--- src/design/iec_pkg.sv ---
// Package with the register map, field layout and reset values of the interrupt control registers.
package iec_pkg;

  // ----------------------------------------------------------------
  // Register indices (byte address is four times the index)
  // ----------------------------------------------------------------
  localparam logic [15:0] IDX_EDGE_POLARITY_SELECT = 16'hfff2;
  localparam logic [15:0] IDX_SOURCE_ENABLE_LOW    = 16'hfff3;
  localparam logic [15:0] IDX_SOURCE_ENABLE_HIGH   = 16'hfff4;
  localparam logic [15:0] IDX_PENDING_FLAGS_LOW    = 16'hfff6;
  localparam logic [15:0] IDX_PENDING_FLAGS_HIGH   = 16'hfff7;
  localparam logic [15:0] IDX_WAKEUP_PENDING_FLAGS = 16'hfff9;
  localparam logic [15:0] IDX_IRQ_STATUS           = 16'hfffa;
  localparam logic [15:0] IDX_IRQ_CLEAR            = 16'hfffb;
  localparam logic [15:0] IDX_IRQ_ENABLE           = 16'hfffc;

  // ----------------------------------------------------------------
  // Widths, reset values and field positions
  // ----------------------------------------------------------------
  localparam int          ADDR_W             = 18;
  localparam int          EXT_PINS           = 5;
  localparam int          WAKE_PINS          = 8;
  localparam int          STAT_W             = 3;
  localparam logic [7:0]  RST_EDGE_SELECT    = 8'he0;
  localparam logic [2:0]  EDGE_RSVD_BITS     = 3'h7;
  localparam logic [7:0]  RST_ENABLE         = 8'h00;
  localparam logic [7:0]  RST_PENDING_LOW    = 8'h20;
  localparam logic [7:0]  RST_PENDING_HIGH   = 8'h00;
  localparam logic [7:0]  RST_WAKEUP_PENDING = 8'h00;
  localparam logic [2:0]  RST_IRQ_STATUS     = 3'h0;
  localparam int          POS_TIMER_A        = 7;
  localparam int          POS_SERIAL1        = 6;
  localparam int          POS_WAKEUP_GROUP   = 5;
  localparam int          POS_STAT_EXT       = 0;
  localparam int          POS_STAT_PERIPH    = 1;
  localparam int          POS_STAT_WAKE      = 2;

  // ----------------------------------------------------------------
  // Control state of the register block
  // ----------------------------------------------------------------
  typedef struct packed {
    logic [4:0]  edge_sel;
    logic [7:0]  en_low;
    logic [7:0]  en_high;
    logic [2:0]  irq_en;
    logic [31:0] rdata;
    logic        slverr;
  } iec_ctrl_t;

endpackage

--- src/design/iec_edge_det.sv ---
// Selectable edge detector for the external request pins.
`timescale 1ns/100ps
`default_nettype none
module iec_edge_det #(
  parameter int W = 5
) (
  // Clock and reset.
  input  wire logic         clk,
  input  wire logic         rst_n,
  // Pins, edge choice and pin function.
  input  wire logic [W-1:0] pin,
  input  wire logic [W-1:0] rising_sel,
  input  wire logic [W-1:0] arm,
  // One-cycle detection pulses.
  output logic      [W-1:0] pulse
);

  typedef struct packed {
    logic [W-1:0] prev;
    logic         valid;
  } iec_edge_t;

  iec_edge_t st_reg;
  iec_edge_t st_next;

  // Remembers the last pin level; no edge is seen in the first cycle after reset.
  always_comb
  begin
    st_next       = st_reg;
    st_next.prev  = pin;
    st_next.valid = 1'b1;
  end

  // Registers the detector state.
  always_ff @(posedge clk or negedge rst_n)
  begin
    if (!rst_n)
    begin
      st_reg <= '0;
    end
    else
    begin
      st_reg <= st_next;
    end
  end

  // Picks the rising or the falling edge per pin, only for pins used as request inputs.
  assign pulse = {W{st_reg.valid}} & arm &
                 ((rising_sel & ~st_reg.prev & pin) | (~rising_sel & st_reg.prev & ~pin));

endmodule
`default_nettype wire

--- src/design/iec_flag_bank.sv ---
// Bank of sticky flags that hardware sets and a write clears.
`timescale 1ns/100ps
`default_nettype none
module iec_flag_bank #(
  parameter int           W   = 8,
  parameter logic [W-1:0] RST = '0
) (
  // Clock and reset.
  input  wire logic         clk,
  input  wire logic         rst_n,
  // Set events and clear requests.
  input  wire logic [W-1:0] set,
  input  wire logic [W-1:0] clr,
  // Flag values.
  output logic      [W-1:0] q
);

  typedef struct packed {
    logic [W-1:0] flags;
  } iec_bank_t;

  iec_bank_t st_reg;
  iec_bank_t st_next;

  // A set arriving in the same cycle as its clear wins.
  always_comb
  begin
    st_next       = st_reg;
    st_next.flags = (st_reg.flags & ~clr) | set;
  end

  // Registers the flags.
  always_ff @(posedge clk or negedge rst_n)
  begin
    if (!rst_n)
    begin
      st_reg <= RST;
    end
    else
    begin
      st_reg <= st_next;
    end
  end

  assign q = st_reg.flags;

endmodule
`default_nettype wire

--- src/design/iec_regs.sv ---
// Interrupt edge select, enable and request flag registers behind an APB slave.
// Function
// - edge select resets e0, top bits read 1
// - edge bit 0 falling, 1 rising
// - enable low bits 7,6 gate timer A, serial1
// - enable low bit 5 gates all wakeup pins
// - enable low bits 4..0 gate pin requests
// - enable high bits 7,6 gate transfer, converter
// - enable high bits 5,4 gate serial2, timer G
// - enable high bits 3,2 gate timer FH, FL
// - enable high bits 1,0 gate timers C, B
// - pending low flags set by events, reset 20
// - flags stay set until software writes 0
// - writing 0 clears a flag, 1 keeps
// - global mask blocks acceptance, flags still set
// - pending low bit 5 reads 1 always
// - pin flag needs request mode and edge
//
// Implementation choice: the APB register port.
`timescale 1ns/100ps
`default_nettype none
module iec_regs (
  // Clock and reset.
  input  wire logic                          SYS_CLK,
  input  wire logic                          RESET_N,
  // APB slave.
  input  wire logic                          PSEL,
  input  wire logic                          PENABLE,
  input  wire logic                          PWRITE,
  input  wire logic [iec_pkg::ADDR_W-1:0]    PADDR,
  input  wire logic [31:0]                   PWDATA,
  output logic      [31:0]                   PRDATA,
  output logic                               PREADY,
  output logic                               PSLVERR,
  // External request pins and their pin function.
  input  wire logic [iec_pkg::EXT_PINS-1:0]  EXT_PIN,
  input  wire logic [iec_pkg::EXT_PINS-1:0]  EXT_PIN_IRQ_MODE,
  // Peripheral events, one-cycle pulses.
  input  wire logic                          EVT_TIMER_A,
  input  wire logic                          EVT_SERIAL1,
  input  wire logic [7:0]                    EVT_HIGH,
  input  wire logic [iec_pkg::WAKE_PINS-1:0] WAKEUP_EVT,
  // CPU exception logic.
  input  wire logic                          CPU_INT_MASK,
  output logic      [7:0]                    REQ_LOW,
  output logic      [7:0]                    REQ_HIGH,
  output logic                               INT_REQ,
  // Block interrupt.
  output logic                               IRQ_OUT
);

  // ----------------------------------------------------------------
  // Declarations
  // ----------------------------------------------------------------
  iec_pkg::iec_ctrl_t st_reg;
  iec_pkg::iec_ctrl_t st_next;

  logic [15:0]                   acc_idx;
  logic                          wr_acc;
  logic                          setup_rd;
  logic [iec_pkg::EXT_PINS-1:0]  pin_pulse;
  logic [6:0]                    pend_low_set;
  logic [6:0]                    pend_low_clr;
  logic [6:0]                    pend_low;
  logic [7:0]                    pend_high_clr;
  logic [7:0]                    pend_high;
  logic [7:0]                    wake_clr;
  logic [7:0]                    wake_pend;
  logic [2:0]                    stat_set;
  logic [2:0]                    stat_clr;
  logic [2:0]                    stat;
  logic [7:0]                    pend_low_view;

  // ----------------------------------------------------------------
  // Bus decode
  // ----------------------------------------------------------------
  // Word index of the access and the strobes of the two bus phases.
  assign acc_idx  = PADDR[iec_pkg::ADDR_W-1:2];
  assign wr_acc   = PSEL & PENABLE & PWRITE;
  assign setup_rd = PSEL & ~PENABLE;
  assign PREADY   = PENABLE;

  // Pending low as seen by software, with the fixed bit in place.
  // fixed one
  assign pend_low_view = {pend_low[6:5], 1'b1, pend_low[4:0]};

  // ----------------------------------------------------------------
  // Edge detection and flag banks
  // ----------------------------------------------------------------
  // Pin edges; the polarity comes from the edge select bits.
  // pin edges
  iec_edge_det #(
    .W          (iec_pkg::EXT_PINS)
  ) u_edge (
    .clk        (SYS_CLK),
    .rst_n      (RESET_N),
    .pin        (EXT_PIN),
    .rising_sel (st_reg.edge_sel),
    .arm        (EXT_PIN_IRQ_MODE),
    .pulse      (pin_pulse)
  );

  // Set and clear vectors; a pending flag write clears only where a data bit is 0, the status clear write where it is 1.
  // set clear
  assign pend_low_set  = {EVT_TIMER_A, EVT_SERIAL1, pin_pulse};
  assign pend_low_clr  = (wr_acc && acc_idx == iec_pkg::IDX_PENDING_FLAGS_LOW) ?
                         ~{PWDATA[7:6], PWDATA[4:0]} : 7'h00;
  assign pend_high_clr = (wr_acc && acc_idx == iec_pkg::IDX_PENDING_FLAGS_HIGH) ? ~PWDATA[7:0] : 8'h00;
  assign wake_clr      = (wr_acc && acc_idx == iec_pkg::IDX_WAKEUP_PENDING_FLAGS) ? ~PWDATA[7:0] : 8'h00;
  assign stat_clr      = (wr_acc && acc_idx == iec_pkg::IDX_IRQ_CLEAR) ? PWDATA[2:0] : 3'h0;

  // Pending low flags: timer A, serial 1 and the five pins.
  // sticky flags
  iec_flag_bank #(
    .W     (7),
    .RST   ({iec_pkg::RST_PENDING_LOW[7:6], iec_pkg::RST_PENDING_LOW[4:0]})
  ) u_pend_low (
    .clk   (SYS_CLK),
    .rst_n (RESET_N),
    .set   (pend_low_set),
    .clr   (pend_low_clr),
    .q     (pend_low)
  );

  // Pending high flags: transfer, converter, serial 2 and the timers.
  iec_flag_bank #(
    .W     (8),
    .RST   (iec_pkg::RST_PENDING_HIGH)
  ) u_pend_high (
    .clk   (SYS_CLK),
    .rst_n (RESET_N),
    .set   (EVT_HIGH),
    .clr   (pend_high_clr),
    .q     (pend_high)
  );

  // Wakeup pending flags, one per wakeup pin.
  iec_flag_bank #(
    .W     (iec_pkg::WAKE_PINS),
    .RST   (iec_pkg::RST_WAKEUP_PENDING)
  ) u_wake (
    .clk   (SYS_CLK),
    .rst_n (RESET_N),
    .set   (WAKEUP_EVT),
    .clr   (wake_clr),
    .q     (wake_pend)
  );

  // Block status: a pin, a peripheral or a wakeup flag was set.
  assign stat_set = {|WAKEUP_EVT, EVT_TIMER_A | EVT_SERIAL1 | (|EVT_HIGH), |pin_pulse};

  iec_flag_bank #(
    .W     (iec_pkg::STAT_W),
    .RST   (iec_pkg::RST_IRQ_STATUS)
  ) u_stat (
    .clk   (SYS_CLK),
    .rst_n (RESET_N),
    .set   (stat_set),
    .clr   (stat_clr),
    .q     (stat)
  );

  // ----------------------------------------------------------------
  // Register state
  // ----------------------------------------------------------------
  // Writes at the access phase, read data and error captured in the setup phase.
  always_comb
  begin
    st_next = st_reg;
    if (wr_acc)
    begin
      unique case (acc_idx)
        iec_pkg::IDX_EDGE_POLARITY_SELECT: st_next.edge_sel = PWDATA[4:0];
        iec_pkg::IDX_SOURCE_ENABLE_LOW:    st_next.en_low   = PWDATA[7:0];
        iec_pkg::IDX_SOURCE_ENABLE_HIGH:   st_next.en_high  = PWDATA[7:0];
        iec_pkg::IDX_IRQ_ENABLE:           st_next.irq_en   = PWDATA[2:0];
        default:                           st_next.irq_en   = st_reg.irq_en;
      endcase
    end
    if (setup_rd | (PSEL & ~PENABLE))
    begin
      st_next.slverr = 1'b0;
      unique case (acc_idx)
        iec_pkg::IDX_EDGE_POLARITY_SELECT: st_next.rdata = {24'h0, iec_pkg::EDGE_RSVD_BITS, st_reg.edge_sel};
        iec_pkg::IDX_SOURCE_ENABLE_LOW:    st_next.rdata = {24'h0, st_reg.en_low};
        iec_pkg::IDX_SOURCE_ENABLE_HIGH:   st_next.rdata = {24'h0, st_reg.en_high};
        iec_pkg::IDX_PENDING_FLAGS_LOW:    st_next.rdata = {24'h0, pend_low_view};
        iec_pkg::IDX_PENDING_FLAGS_HIGH:   st_next.rdata = {24'h0, pend_high};
        iec_pkg::IDX_WAKEUP_PENDING_FLAGS: st_next.rdata = {24'h0, wake_pend};
        iec_pkg::IDX_IRQ_STATUS:           st_next.rdata = {29'h0, stat};
        iec_pkg::IDX_IRQ_CLEAR:            st_next.rdata = 32'h0;
        iec_pkg::IDX_IRQ_ENABLE:           st_next.rdata = {29'h0, st_reg.irq_en};
        default:
        begin
          st_next.rdata  = 32'h0;
          st_next.slverr = 1'b1;
        end
      endcase
    end
  end

  // Registers the control state.
  // reset values
  always_ff @(posedge SYS_CLK or negedge RESET_N)
  begin
    if (!RESET_N)
    begin
      st_reg          <= '0;
      st_reg.edge_sel <= iec_pkg::RST_EDGE_SELECT[4:0];
      st_reg.en_low   <= iec_pkg::RST_ENABLE;
      st_reg.en_high  <= iec_pkg::RST_ENABLE;
    end
    else
    begin
      st_reg <= st_next;
    end
  end

  assign PRDATA  = st_reg.rdata;
  assign PSLVERR = st_reg.slverr & PENABLE;

  // ----------------------------------------------------------------
  // Requests to the CPU and block interrupt
  // ----------------------------------------------------------------
  // Each request stands while its flag and its enable are both set.
  // flag and enable
  assign REQ_LOW  = {pend_low[6:5], (|wake_pend) & st_reg.en_low[iec_pkg::POS_WAKEUP_GROUP], pend_low[4:0]} &
                    {st_reg.en_low[7:6], 1'b1, st_reg.en_low[4:0]};
  assign REQ_HIGH = pend_high & st_reg.en_high;

  // The global mask holds acceptance back while flags keep being set.
  // global mask
  assign INT_REQ  = ~CPU_INT_MASK & ((|REQ_LOW) | (|REQ_HIGH));

  // Level interrupt while an enabled status bit is set.
  assign IRQ_OUT  = |(stat & st_reg.irq_en);

  // ----------------------------------------------------------------
  // Assertions
  // ----------------------------------------------------------------
  // Reserved edge bits read as ones.
  chk_edge_rsvd_read: assert property (
    @(posedge SYS_CLK) disable iff (!RESET_N)
    PSEL && PENABLE && !PWRITE && acc_idx == iec_pkg::IDX_EDGE_POLARITY_SELECT |-> PRDATA[7:5] == 3'h7)
    else $error("edge select reserved bits not read as one");

  // A falling pin edge with falling selection and request mode sets the flag.
  chk_pin_fall_set: assert property (
    @(posedge SYS_CLK) disable iff (!RESET_N)
    $past(RESET_N) && EXT_PIN_IRQ_MODE[1] && !st_reg.edge_sel[1] && $fell(EXT_PIN[1]) |=> pend_low[1])
    else $error("falling pin edge did not set its flag");

  // A pin flag rises only when the pin was in request mode.
  chk_pin_mode_gate: assert property (
    @(posedge SYS_CLK) disable iff (!RESET_N)
    $rose(pend_low[1]) |-> $past(EXT_PIN_IRQ_MODE[1]) && $past(EXT_PIN[1]) != $past(EXT_PIN[1], 2))
    else $error("pin flag set without request mode or edge");

  // Timer A event sets its flag even while the CPU is masked.
  chk_mask_flag_set: assert property (
    @(posedge SYS_CLK) disable iff (!RESET_N)
    EVT_TIMER_A |=> pend_low[6] && (CPU_INT_MASK -> !INT_REQ))
    else $error("masked event not flagged or request accepted");

  // Writing ones leaves the high flags as they were or higher.
  chk_write_one_keeps: assert property (
    @(posedge SYS_CLK) disable iff (!RESET_N)
    wr_acc && acc_idx == iec_pkg::IDX_PENDING_FLAGS_HIGH && PWDATA[7:0] == 8'hff |=>
    (pend_high & $past(pend_high)) == $past(pend_high))
    else $error("writing one changed a pending flag");

  // A set in the cycle of a clearing write wins.
  chk_set_over_clear: assert property (
    @(posedge SYS_CLK) disable iff (!RESET_N)
    pend_high_clr[0] && EVT_HIGH[0] |=> pend_high[0])
    else $error("event lost against a clearing write");

  // The fixed pending low bit always reads one.
  chk_rsvd_flag_read: assert property (
    @(posedge SYS_CLK) disable iff (!RESET_N)
    PSEL && PENABLE && !PWRITE && acc_idx == iec_pkg::IDX_PENDING_FLAGS_LOW |-> PRDATA[5])
    else $error("reserved pending bit not read as one");

  // Clearing an enable withdraws the request on the next cycle.
  chk_enable_gates: assert property (
    @(posedge SYS_CLK) disable iff (!RESET_N)
    wr_acc && acc_idx == iec_pkg::IDX_SOURCE_ENABLE_HIGH && !PWDATA[0] |=> !REQ_HIGH[0])
    else $error("request stands with enable cleared");

  // Timer A request follows its enable bit.
  chk_timer_a_enable: assert property (
    @(posedge SYS_CLK) disable iff (!RESET_N)
    pend_low[6] && st_reg.en_low[iec_pkg::POS_TIMER_A] |-> REQ_LOW[7])
    else $error("timer A request missing");

  // An enabled timer A event raises its request one cycle later.
  chk_ta_req_path: assert property (
    @(posedge SYS_CLK) disable iff (!RESET_N)
    EVT_TIMER_A && st_reg.en_low[iec_pkg::POS_TIMER_A] && !(wr_acc && acc_idx == iec_pkg::IDX_SOURCE_ENABLE_LOW)
    |=> REQ_LOW[7])
    else $error("enabled timer A event gave no request");

  // A set flag holds while no clearing write hits it.
  chk_flag_sticky: assert property (
    @(posedge SYS_CLK) disable iff (!RESET_N)
    pend_high[3] && !pend_high_clr[3] |=> pend_high[3])
    else $error("pending flag dropped without a clear");

  // Writing 0 to a flag with no event in that cycle clears it.
  chk_zero_clears: assert property (
    @(posedge SYS_CLK) disable iff (!RESET_N)
    wr_acc && acc_idx == iec_pkg::IDX_PENDING_FLAGS_HIGH && !PWDATA[2] && !EVT_HIGH[2] |=> !pend_high[2])
    else $error("writing zero did not clear the flag");

  // A rising pin edge with rising selection and request mode sets the flag.
  chk_pin_rise_set: assert property (
    @(posedge SYS_CLK) disable iff (!RESET_N)
    $past(RESET_N) && EXT_PIN_IRQ_MODE[1] && st_reg.edge_sel[1] && $rose(EXT_PIN[1]) |=> pend_low[1])
    else $error("rising pin edge did not set its flag");

  // A pin outside request mode never raises its flag.
  chk_pin_unarmed: assert property (
    @(posedge SYS_CLK) disable iff (!RESET_N)
    !EXT_PIN_IRQ_MODE[0] && !pend_low[0] |=> !pend_low[0])
    else $error("pin flag set outside request mode");

  // Clearing a pin enable withdraws that pin's request.
  chk_pin_en_gate: assert property (
    @(posedge SYS_CLK) disable iff (!RESET_N)
    wr_acc && acc_idx == iec_pkg::IDX_SOURCE_ENABLE_LOW && !PWDATA[1] |=> !REQ_LOW[1])
    else $error("pin request stands with enable cleared");

  // Clearing the wakeup group enable withdraws the group request.
  chk_wake_en_gate: assert property (
    @(posedge SYS_CLK) disable iff (!RESET_N)
    wr_acc && acc_idx == iec_pkg::IDX_SOURCE_ENABLE_LOW && !PWDATA[iec_pkg::POS_WAKEUP_GROUP] |=> !REQ_LOW[5])
    else $error("wakeup request stands with enable cleared");

  // Main scenarios.
  cov_pin_edge:  cover property (@(posedge SYS_CLK) disable iff (!RESET_N) |pin_pulse);
  cov_clear:     cover property (@(posedge SYS_CLK) disable iff (!RESET_N) |pend_high_clr ##1 !(|pend_high));
  cov_int_req:   cover property (@(posedge SYS_CLK) disable iff (!RESET_N) INT_REQ);
  cov_irq_out:   cover property (@(posedge SYS_CLK) disable iff (!RESET_N) IRQ_OUT);
  cov_masked:    cover property (@(posedge SYS_CLK) disable iff (!RESET_N) CPU_INT_MASK && (|REQ_LOW));

endmodule
`default_nettype wire

--- config.mk ---
export PLATFORM = sky130hd
export DESIGN_NAME = iec_regs
export DESIGN_NICKNAME = d
export VERILOG_FILES = /design/src/design/iec_pkg.sv /design/src/design/iec_edge_det.sv /design/src/design/iec_flag_bank.sv /design/src/design/iec_regs.sv
export SDC_FILE = /design/constraint.sdc
export NUM_CORES = 1
export LEC_CHECK = 0
export ABC_AREA = 1
export BUFFER_PORTS_ARGS = -buffer_cell sky130_fd_sc_hd__buf_2
export CELL_PAD_IN_SITES_DETAIL_PLACEMENT = 0
export CELL_PAD_IN_SITES_GLOBAL_PLACEMENT = 2
export CORE_MARGIN = 1
export CORE_UTILIZATION = 29
export DETAILED_ROUTE_END_ITERATION = 8
export MAX_ROUTING_LAYER = met4
export PLACE_DENSITY = 0.93
export SYNTH_ARGS = -nofsm -noshare
export SYNTH_HDL_FRONTEND = slang
export SYNTH_SLANG_ARGS = --single-unit
--- constraint.sdc ---
create_clock -name SYS_CLK -period 2.53 [get_ports SYS_CLK]
set_clock_uncertainty 0.2 [all_clocks]
set_input_delay 0.1265 -clock SYS_CLK [delete_from_list [all_inputs] [get_ports SYS_CLK]]
set_output_delay 0.1265 -clock SYS_CLK [all_outputs]
set_load 0.005 [all_outputs]
# Yosys cells after proc, flatten, opt, wreduce, memory -nomap -nowiden
# Cells that the tools add are included.
# Widths: inputs -> output; s select.
word_totals:
  out_inout_bits: 52
  word_cells: 81
  inputBits: 84
  register_bits: 89
classes:
  reduce_logical: 16
  n_bitwise: 38
  eq_ne: 9
  n_mux: 6
ops:
  columns: ["operator", "n"]
  rows:
  - ["$eq 16x16->1 const B", 9]
  - ["$pmux 8 s8", 1]
  - ["$reduce_or 8->1", 5]
  - ["$and 8x8->8", 4]
  - ["$and 5x5->5", 6]
  - ["$not 8->8", 3]
  - ["$mux 8", 2]
  - ["$or 8x8->8", 2]
  - ["$not 5->5", 3]
  - ["$not 7->7", 2]
  - ["$reduce_or 9->1", 1]
  - ["$reduce_and 2->1", 4]
  - ["$and 7x7->7", 1]
  - ["$mux 7", 1]
  - ["$or 7x7->7", 1]
  - ["$and 1x1->1", 6]
  - ["$and 3x3->3", 2]
  - ["$or 5x5->5", 1]
  - ["$reduce_or 5->1", 1]
  - ["$logic_and 1x1->1", 4]
  - ["$mux 3", 1]
  - ["$not 3->3", 1]
  - ["$or 1x1->1", 3]
  - ["$or 3x3->3", 1]
  - ["other kinds (3)", 4]

# Longest topological paths before layout
# Gate-level depths: netlist (run 1).
depth:
  ltp_word: 7
  depth_mapped: 12

# Modules after synthesis
# Synthesis (run 1) repeated with hierarchy kept, for this count alone.
hier_totals:
  hier_cells: 601
  hier_area_um2: 4132.7
modules_own_cells:
  columns: ["mod", "cells_each", "area_per_inst_um2", "n_inst", "seq_area_each_um2"]
  rows:
  - ["iec_regs", 418, 2762.6, 1, 825.8]
  - ["iec_flag_bank at u_pend_high ...", 40, 320.3, 2, 200.2]
  - ["iec_edge_det", 53, 329.1, 1, 150.1]
  - ["iec_flag_bank at u_pend_low", 35, 280.3, 1, 175.2]
  - ["iec_flag_bank at u_stat", 15, 120.1, 1, 75.1]

# Worst setup path before layout (run 1)
# Ideal clock, no wire load.
synth_timing:
  kind: "input port to flip-flop"
  start: "input PADDR[15] in the netlist's numbering"
  end: "register u_pend_low.st_reg (netlist bit u_pend_low.q[5])"
  stages: 9
  setup_slack_ns: 1.186
  arrival_time_ns: 1.026
  setup_time_ns: 0.118
  path_cell_list: "nand2_1 > nor2_1 > nand2_2 > inv_4 > buf_8 > nand2_2 > nor2_4 > nand2_1 > a21o_1"
synth_lines:
  columns: ["element", "line_no", "rtl"]
  rows:
  - ["from (decl)", "iec_regs.sv:30", "input wire logic [iec_pkg::ADDR_W-1:0] PADDR,"]
  - ["to (signal assigned)", "iec_flag_bank.sv:41", "st_reg <= st_next;"]
  - ["to (decl)", "iec_flag_bank.sv:22", "iec_bank_t st_reg;"]

==> results.sh, run 1 <==
export IMPL_tightest_slew_ns=0.654
export IMPL_cp_data_arrival_time_ns=2.37
export IMPL_cp_buffers_inverters=4
export IMPL_cp_start_kind="input port"
export IMPL_path_clk_slew_ns=0.06
export IMPL_portBuffers=85
export IMPL_whs_ns=-0.000423
export IMPL_crit_fanout=8
export IMPL_clock_root_buffer="clkbuf_16"
export IMPL_crit_path_top_delay_cell="dlygate4sd3_1"
export IMPL_tritoncts="yes"
export IMPL_grt_max_degree=44
export IMPL_tns_ns=0
export IMPL_clock_latency_ns=0.33
export IMPL_fp_dieArea_um2=13800
export IMPL_drv_slew=0
export IMPL_grt_overflow=0
export IMPL_synth_top_family_by_area="simple AND/OR/NAND/NOR gates"
export IMPL_endpoint_kind="flop"
export IMPL_ant_nets=0
export IMPL_nets=735
export IMPL_drc=0
export IMPL_drt_iter0_markers=207
export IMPL_p_leak_nw=2.74
export IMPL_synthesis_area_um2=3870
export IMPL_grt_pass1_vias=3670
export IMPL_placed_area_um2=4310
export IMPL_grt_busiest_layer="met2"
export IMPL_rows=41
export IMPL_coreArea_um2=12800
export IMPL_cts_buffer_depth=2
export IMPL_hold_viol=1
export IMPL_via_count=3701
export IMPL_p_per_area_nw_per_um2=504
export IMPL_synth_xor_area_share_pct=0
export IMPL_yosys_area_share_simple_pct=34.4
export IMPL_numCtsBuffers=9
export IMPL_preCtsSetupSlack_ns=0.714
export IMPL_firstDrtPassIters=5
export IMPL_wire_per_inst_um=13.1
export IMPL_critical_path_top_delay_family="buffers and inverters"
export IMPL_die_h_um=117
export IMPL_synth_fa_ha_area_share_pct=0
export IMPL_gr_usage_met2_pct=28.4
export IMPL_syn_avg_cell_area_um2=7.50
export IMPL_timing_final_ws_setup_ns=0.174
export IMPL_cp_cell_sequence="dlygate4sd3_1, buf_2, nand3_1, inv_4, nand2_1, o21ai_0, nand2_1, dlygate4sd3_1"
export IMPL_slowest_delay_ns=0.56
export IMPL_synth_compound_area_share_pct=9.06
export IMPL_total_power_w=0.00260
export IMPL_layout_commonest_cell="nand2_1"
export IMPL_place_gp_congestion=0.871
export IMPL_diodes=0
export IMPL_status="finished with violations"
export IMPL_finalCritPeriodShare_pct=93.1
export IMPL_synth_seq_cells=65
export IMPL_period_needed_ns=2.36
export IMPL_required_ns=2.54
export IMPL_grt_met3_usage_pct=3.29
export IMPL_final_area_um2=5160
export IMPL_area_growth_syn_to_layout_pct=33.5
export IMPL_synth_mux_area_share_pct=0
export IMPL_clock_sinks=65
export IMPL_cap_viol_max_count=0
export IMPL_slew_headroom_pct=56.4
export IMPL_crit_type="in2reg"
export IMPL_fillers=1366
export IMPL_io_pins=136
export IMPL_antenna_found_initial=0
export IMPL_hp_class="in2reg"
export IMPL_rsz0062_at_grt="false"
export IMPL_postSynthCellCount=516
export IMPL_grtUsageTotal_pct=17.0
export IMPL_h_tree_depth=3
export IMPL_yosysWarningCount=0
export IMPL_post_cts_setup_buffers=0
export IMPL_routed_wl_um=10900
export IMPL_via_per_inst=4.47
export IMPL_setup_viol=0
export IMPL_grt_met1_usage_pct=21.1
export IMPL_drive_gt1_share_pct=21.2
export IMPL_irDropWorstVdd_v=0.000318
export IMPL_final_cell_mix="nand2_1, buf_2, dfrtp_1"
export IMPL_die_x_um=117
export IMPL_hpwl_um=8420
export IMPL_grt_pass1_wl_um=18100
export IMPL_yosysSeqAreaShare_pct=42.1
export IMPL_synth_cell_types=31
export IMPL_timing_fmax_mhz=424
export IMPL_start_util_pct=30.2
export IMPL_violations="negative hold slack"
export IMPL_largest_register_ffs=25
synth_stat cells (all sizes together):
master     n  area [um2]
clkinv     2        7.51
buf       40         309
nand2    179         694
nor3       2        10.0
nor2      46         260
o2111ai    5        43.8
a21oi      3        15.0
nand4      4        25.0
nor4       5        31.3
dfrtp     65        1630
nand3     51         310
inv       62         235
conb       2        7.51
a21o       2        15.0
o21ai     45         255
o21bai     2        15.0
a31oi      1        6.26
routing by layer:
| layer | vias to the layer above | wire length [um] |
|---|---|---|
| met3 | 11 | 536 |
| met4 | 0 | 159 |
| li1 | 1857 | - |
| met1 | 1729 | 4950 |
| met2 | 104 | 5230 |
| met5 | - | 0 |
final timing paths:
kind                                       start  slack (ns)  cells past startpoint                to
worst min register to register         PRDATA[5]        0.28                      2         PRDATA[5]
max in group asynchronous                RESET_N        1.26                      3         PRDATA[6]
worst max-delay path                     PENABLE        0.17                      8  u_pend_high.q[7]
worst min-delay path                   PWDATA[2]     -0.0004                      3        st_reg[46]
min in group asynchronous                RESET_N        0.16                      2  u_edge.st_reg[4]
worst max register to register  u_pend_high.q[1]        1.08                      3  u_pend_high.q[1]
per-stage QoR:
step                cells  utilization [%]
floorplan             539                -
global placement      759             33.6
detailed placement    759             33.6
CTS                   828             40.2
global route          828             40.3
finish                828             40.3
worst min-delay path, delay by kind of cell:
kind                   cells  cell delay [ns]
buffers and inverters      2             0.22
AOI/OAI and AO/OA          1             0.15
where the power goes:
group	switching (W)	internal [W]	leakage (nW)	total, W
Sequential	0.00000461	0.00105	0.756	0.00105
Combinational	0.000118	0.0000904	1.83	0.000208
Clock	0.000456	0.000887	0.159	0.00134
Total	0.000579	0.00203	2.74	0.00260
final cells by class:
class	count	area (um2)	share of cell area, %
clock inverter	5	78.8	1.53
inverter	64	245	4.75
tap	172	215	4.17
multi-input combinational	370	1780	34.4
clock buffer	11	243	4.70
sequential	65	1630	31.5
timing repair buffer	141	978	19.0
cells by family (layout without fill, tap and decap cells):
| kind of cell | count (synthesis) | in the layout |
|---|---|---|
| AND/OR/NAND/NOR | 287 | 287 |
| other | 2 | 25 |
| AO/OA/AOI/OAI | 58 | 58 |
| flip-flops | 65 | 65 |
| buffers and inverters | 104 | 221 |
timing repair:
| action | in CTS | in global routing |
|---|---|---|
| hold buffers | 53 | 0 |
| resized for setup | 0 | 1 |
| hold endpoints to repair | 75 | 0 |
| setup endpoints to repair | 0 | 1 |
Note: power is estimated with default switching activity, not from simulation.
==> run 2: changes to the inputs <==
--- a/config.mk
+++ b/config.mk
@@ -7,10 +7,11 @@
 export LEC_CHECK = 0
 export ABC_AREA = 1
 export BUFFER_PORTS_ARGS = -buffer_cell sky130_fd_sc_hd__buf_2
-export CELL_PAD_IN_SITES_DETAIL_PLACEMENT = 0
+export CELL_PAD_IN_SITES_DETAIL_PLACEMENT = 2
 export CELL_PAD_IN_SITES_GLOBAL_PLACEMENT = 2
 export CORE_MARGIN = 1
 export CORE_UTILIZATION = 29
+export CTS_BUF_LIST = sky130_fd_sc_hd__clkbuf_16
 export DETAILED_ROUTE_END_ITERATION = 8
 export MAX_ROUTING_LAYER = met4
 export PLACE_DENSITY = 0.93
==> results.sh, run 2 (synthesis gave the netlist of run 1 again) <==
export IMPL_status="finished, final reports clean"
export IMPL_power_frac_comb_pct=8.4
export IMPL_clock_latency_ns=0.36
export IMPL_cp_num_cells=5
export IMPL_grt_pass1_vias=4838
export IMPL_antenna_found_initial=0
export IMPL_r2r_start="u_pend_high.q[1]"
export IMPL_crit_path_top_delay_cell="nor4_1"
export IMPL_tns_ns=0
export IMPL_setup_viol=0
export IMPL_cp_cell_sequence="nor4_1, nand2_1, nand2_1, a31oi_1, buf_2"
export IMPL_tritoncts="yes"
export IMPL_crit_fanout=3
export IMPL_via_per_inst=5.05
export IMPL_drv_slew=0
export IMPL_cp_buffers_inverters=1
export IMPL_rows=41
export IMPL_clock_sinks=65
export IMPL_die_h_um=117
export IMPL_h_tree_depth=3
export IMPL_sw_frac_of_total_pct=25.4
export IMPL_clock_root_buffer="clkbuf_16"
export IMPL_power_frac_clock_pct=52.1
export IMPL_routed_wl_um=18200
export IMPL_preCtsSetupSlack_ns=0.589
export IMPL_layout_commonest_cell="nand2_1"
export IMPL_irDropWorstVdd_v=0.000450
export IMPL_placed_area_um2=4310
export IMPL_grt_pass1_wl_um=28800
export IMPL_cp_start_kind="flop"
export IMPL_hold_start="PENABLE"
export IMPL_finalCritPeriodShare_pct=90.3
export IMPL_path_clk_slew_ns=0.07
export IMPL_p_leak_nw=2.73
export IMPL_crit_type="reg2out"
export IMPL_worstHoldPathCells=4
export IMPL_endpoint_kind="output pin"
export IMPL_r2r_cells=3
export IMPL_die_x_um=117
export IMPL_nets=733
export IMPL_largest_register_ffs=25
export IMPL_fillers=1500
export IMPL_coreArea_um2=12800
export IMPL_area_growth_syn_to_layout_pct=32.6
export IMPL_drive_gt1_share_pct=21.3
export IMPL_r2r_end="u_pend_high.q[1]"
export IMPL_grt_max_degree=44
export IMPL_critical_path_top_delay_family="simple AND/OR/NAND/NOR gates"
export IMPL_wire_per_inst_um=22.1
export IMPL_required_ns=2.20
export IMPL_hpwl_um=10800
export IMPL_numCtsBuffers=9
export IMPL_drc=0
export IMPL_cap_viol_max_count=0
export IMPL_fp_dieArea_um2=13800
export IMPL_cts_buffer_depth=2
export IMPL_hold_viol=0
export IMPL_firstDrtPassIters=4
export IMPL_timing_fmax_mhz=438
export IMPL_grtUsageTotal_pct=28.5
export IMPL_multiInputGateArea_um2=1780
export IMPL_power_internal_w=0.00199
export IMPL_whs_ns=0.00328
export IMPL_timing_final_ws_setup_ns=0.246
export IMPL_slew_headroom_pct=54.6
export IMPL_diodes=0
export IMPL_io_pins=136
export IMPL_p_switching_w=0.000677
export IMPL_via_count=4171
export IMPL_place_gp_congestion=0.871
export IMPL_tightest_slew_ns=0.681
export IMPL_cp_data_arrival_time_ns=1.96
export IMPL_slowest_delay_ns=0.56
export IMPL_final_cell_mix="nand2_1, buf_2, dfrtp_1"
export IMPL_final_seq_area_um2=1630
export IMPL_rsz0062_at_grt="false"
export IMPL_final_area_um2=5130
export IMPL_cpMostUsedCell="nand2_1"
export IMPL_p_seq_share_pct=39.5
export IMPL_p_per_area_nw_per_um2=520
export IMPL_rrSetupSlack_ns=0.87
export IMPL_ant_nets=0
export IMPL_hp_class="in2reg"
export IMPL_grt_overflow=0
export IMPL_min_to="PRDATA[5]"
export IMPL_period_needed_ns=2.28
export IMPL_drt_iter0_markers=255
export IMPL_start_util_pct=30.2
export IMPL_portBuffers=85
-- run 2: cell count changes in the layout (fill, tap and decap cells not counted), sizes merged --
cell,before,now
inv,62,63
dlygate4sd3,53,51
clkbuf,11,9
clkinvlp,0,1
-- run 2: worst max-delay path by stage --
stage | from | to
after floorplan | PADDR[15] | u_pend_low.q[5]
after global placement | PADDR[15] | u_pend_low.q[6]
after detailed placement | PADDR[11] | PRDATA[3]
after CTS | u_wake.q[2] | INT_REQ
after global routing | PADDR[5] | u_pend_high.q[1]
final | u_wake.q[3] | INT_REQ
-- run 2: area by class of cell --
| class | count | share of cell area, % |
|---|---|---|
| multi-input combinational | 370 | 34.6 |
| sequential | 65 | 31.7 |
| timing repair buffer | 139 | 18.7 |
| inverter | 64 | 4.73 |
| clock buffer | 9 | 4.39 |
| tap | 172 | 4.20 |
| clock inverter | 7 | 1.68 |
-- run 2: metrics by stage --
step,std cells,total power [W],util (%)
2_1_floorplan,539,0.00116,-
3_3_place_gp,759,0.00123,33.6
3_5_place_dp,759,0.00125,33.6
4_1_cts,826,0.00263,40.0
5_1_grt,826,0.00272,40.0
6_report,826,0.00267,40.0
-- run 2: power by group through the flow --
stage	Sequential, W	Combinational [W]	Clock (W)
after global routing	0.00105	0.000245	0.00142
after floorplan	0.00107	0.0000935	0
after CTS	0.00105	0.000218	0.00136
final	0.00105	0.000224	0.00139
after detailed placement	0.00107	0.000175	0
after global placement	0.00107	0.000163	0
-- run 2: routing by layer --
metal	track usage, %	wire, um	vias up
met4	15.1	875	0
met2	50.0	9520	176
li1	-	-	1843
met1	31.4	7080	2078
met3	3.83	751	74
met5	-	0	-
-- run 2: timing repair --
action	4_1_cts	5_1_grt
setup buffers	0	0
hold buffers	51	0
gates resized for setup	0	0
hold endpoints to repair	66	0
-- run 2: worst register-to-register path, stage by stage, from the launching register on --
cell           delay (ns)
dfrtp_1              0.43
o21ai_0              0.15
nand2_1              0.15
dlygate4sd3_1        0.61
==> run 3: changes to the inputs <==
--- a/config.mk
+++ b/config.mk
@@ -15,6 +15,7 @@
 export DETAILED_ROUTE_END_ITERATION = 8
 export MAX_ROUTING_LAYER = met4
 export PLACE_DENSITY = 0.93
+export RECOVER_POWER = 100
 export SYNTH_ARGS = -nofsm -noshare
 export SYNTH_HDL_FRONTEND = slang
 export SYNTH_SLANG_ARGS = --single-unit
==> results.sh, run 3 (synthesis gave the netlist of run 1 again) <==
export IMPL_timing_fmax_mhz=437
export IMPL_crit_start="PADDR[5]"
export IMPL_place_gp_congestion=0.871
export IMPL_endpoint_kind="flop"
export IMPL_hold_viol=0
export IMPL_die_h_um=117
export IMPL_fp_dieArea_um2=13800
export IMPL_tritoncts="yes"
export IMPL_clock_latency_ns=0.36
export IMPL_h_tree_depth=3
export IMPL_antenna_found_initial=0
export IMPL_clock_root_buffer="clkbuf_16"
export IMPL_period_needed_ns=2.29
export IMPL_total_power_w=0.00266
export IMPL_cts_buffer_depth=2
export IMPL_cap_viol_max_count=1
export IMPL_cp_start_kind="input port"
export IMPL_final_cell_mix="nand2_1, dfrtp_1, buf_2"
export IMPL_placed_area_um2=4310
export IMPL_nets=733
export IMPL_grt_pass1_vias=4838
export IMPL_rows=41
export IMPL_critical_path_top_delay_family="simple AND/OR/NAND/NOR gates"
export IMPL_crit_fanout=9
export IMPL_layout_commonest_cell="nand2_1"
export IMPL_p_leak_nw=2.61
export IMPL_p_per_area_nw_per_um2=530
export IMPL_rrSetupSlack_ns=0.82
export IMPL_hp_class="in2reg"
export IMPL_cp_num_cells=10
export IMPL_hpwl_um=10800
export IMPL_required_ns=2.56
export IMPL_worstHoldPathCells=3
export IMPL_endpoint="u_pend_high.q[1]"
export IMPL_grt_overflow=0
export IMPL_clock_sinks=65
export IMPL_post_cts_setup_buffers=0
export IMPL_violations="max-capacitance violations, max-slew violations"
export IMPL_largest_register_ffs=25
export IMPL_drive_gt1_share_pct=15.3
export IMPL_final_area_um2=5020
export IMPL_via_per_inst=5.07
export IMPL_grt_pass1_wl_um=28800
export IMPL_rsz0062_at_grt="false"
export IMPL_via_count=4186
export IMPL_setup_viol=0
export IMPL_cpMostUsedCell="nand2_1"
export IMPL_path_clk_slew_ns=0.06
export IMPL_routed_wl_um=18300
export IMPL_wire_per_inst_um=22.1
export IMPL_r2r_start="u_wake.q[2]"
export IMPL_tightest_slew_ns=1.65
export IMPL_tns_ns=0
export IMPL_drt_iter0_markers=235
export IMPL_numCtsBuffers=9
export IMPL_crit_type="in2reg"
export IMPL_crit_path_top_delay_cell="dlygate4sd3_1"
export IMPL_drv_slew=29
export IMPL_post_cts_resized=0
export IMPL_coreArea_um2=12800
export IMPL_irDropWorstVdd_v=0.000450
export IMPL_cp_buffers_inverters=3
export IMPL_finalCritPeriodShare_pct=90.5
export IMPL_portBuffers=85
export IMPL_cp_data_arrival_time_ns=2.31
export IMPL_firstDrtPassIters=4
export IMPL_ant_nets=0
export IMPL_start_util_pct=30.2
export IMPL_die_x_um=117
export IMPL_r2r_end="u_wake.q[2]"
export IMPL_r2r_cells=3
export IMPL_slew_headroom_pct=-9.85
export IMPL_status="finished with violations"
export IMPL_cp_cell_sequence="clkbuf_1, clkinv_1, nand2_1, nor2_1, nand2_1, nor2_4, nand2_1, o21ai_0, nand2_1, dlygate4sd3_1"
export IMPL_diodes=0
export IMPL_grt_max_degree=44
export IMPL_grtUsageTotal_pct=28.5
export IMPL_drc=0
export IMPL_slowest_delay_ns=0.61
export IMPL_area_growth_syn_to_layout_pct=29.9
export IMPL_io_pins=136
export IMPL_fin_util_pct=39.2
-- run 3: changes by cell type in the layout (fill, tap and decap cells not counted), sizes merged --
cell,before,now
buf,88,64
clkbuf,9,33
clkinv,5,6
inv,63,62
-- run 3: where the power goes --
| part | leakage (nW) | switching [W] | internal, W | total [W] |
|---|---|---|---|---|
| clock network | 0.156 | 0.000535 | 0.000855 | 0.00139 |
| logic | 1.70 | 0.000133 | 0.0000853 | 0.000218 |
| registers | 0.756 | 0.00000642 | 0.00105 | 0.00105 |
-- run 3: worst min-delay path by stage --
stage | startpoint | to
after detailed placement | RESET_N | u_edge.st_reg[0]
final | PWDATA[2] | st_reg[35]
after CTS | PENABLE | PRDATA[5]
after floorplan | RESET_N | PRDATA[0]
after global placement | RESET_N | u_edge.st_reg[0]
after global routing | PWDATA[2] | st_reg[35]
-- run 3: worst reg2reg max path: stages (launching register included) --
cell and delay (ns):
dfrtp_1 0.44, o21ai_0 0.15, nand2_1 0.15, dlygate4sd3_1 0.64
-- run 3: repair_timing --
item                                    in CTS  in global routing
hold endpoints to repair                    66                  0
endpoints found under the setup margin       0                  0
hold buffers                                51                  0
-- run 3: area by class of cell --
class                   instances  area [um2]
inverters                      64         243
clock buffers                   9         225
flip-flops and latches         65        1630
multi-input cells             370        1700
clock inverters                 7        86.3
well taps                     172         215
repair buffers                139         925
fillers                      1537        7800
-- run 3: per-layer routing --
layer / global-route usage, % / routed length (um) / up-vias
met5: - / 0 / -
met4: 15.1 / 874 / 0
met3: 3.83 / 774 / 69
met2: 50.0 / 9600 / 182
met1: 31.4 / 7020 / 2095
li1: - / - / 1840
-- run 3: per-stage QoR --
stage               hold WS (ns)  worst slack (ns)  std cells
floorplan                 -0.369              1.19        539
global placement        -0.00884             0.726        759
detailed placement       0.00889             0.589        759
CTS                      0.00366             0.426        826
global route              0.0411             0.126        826
finish                    0.0163             0.241        826
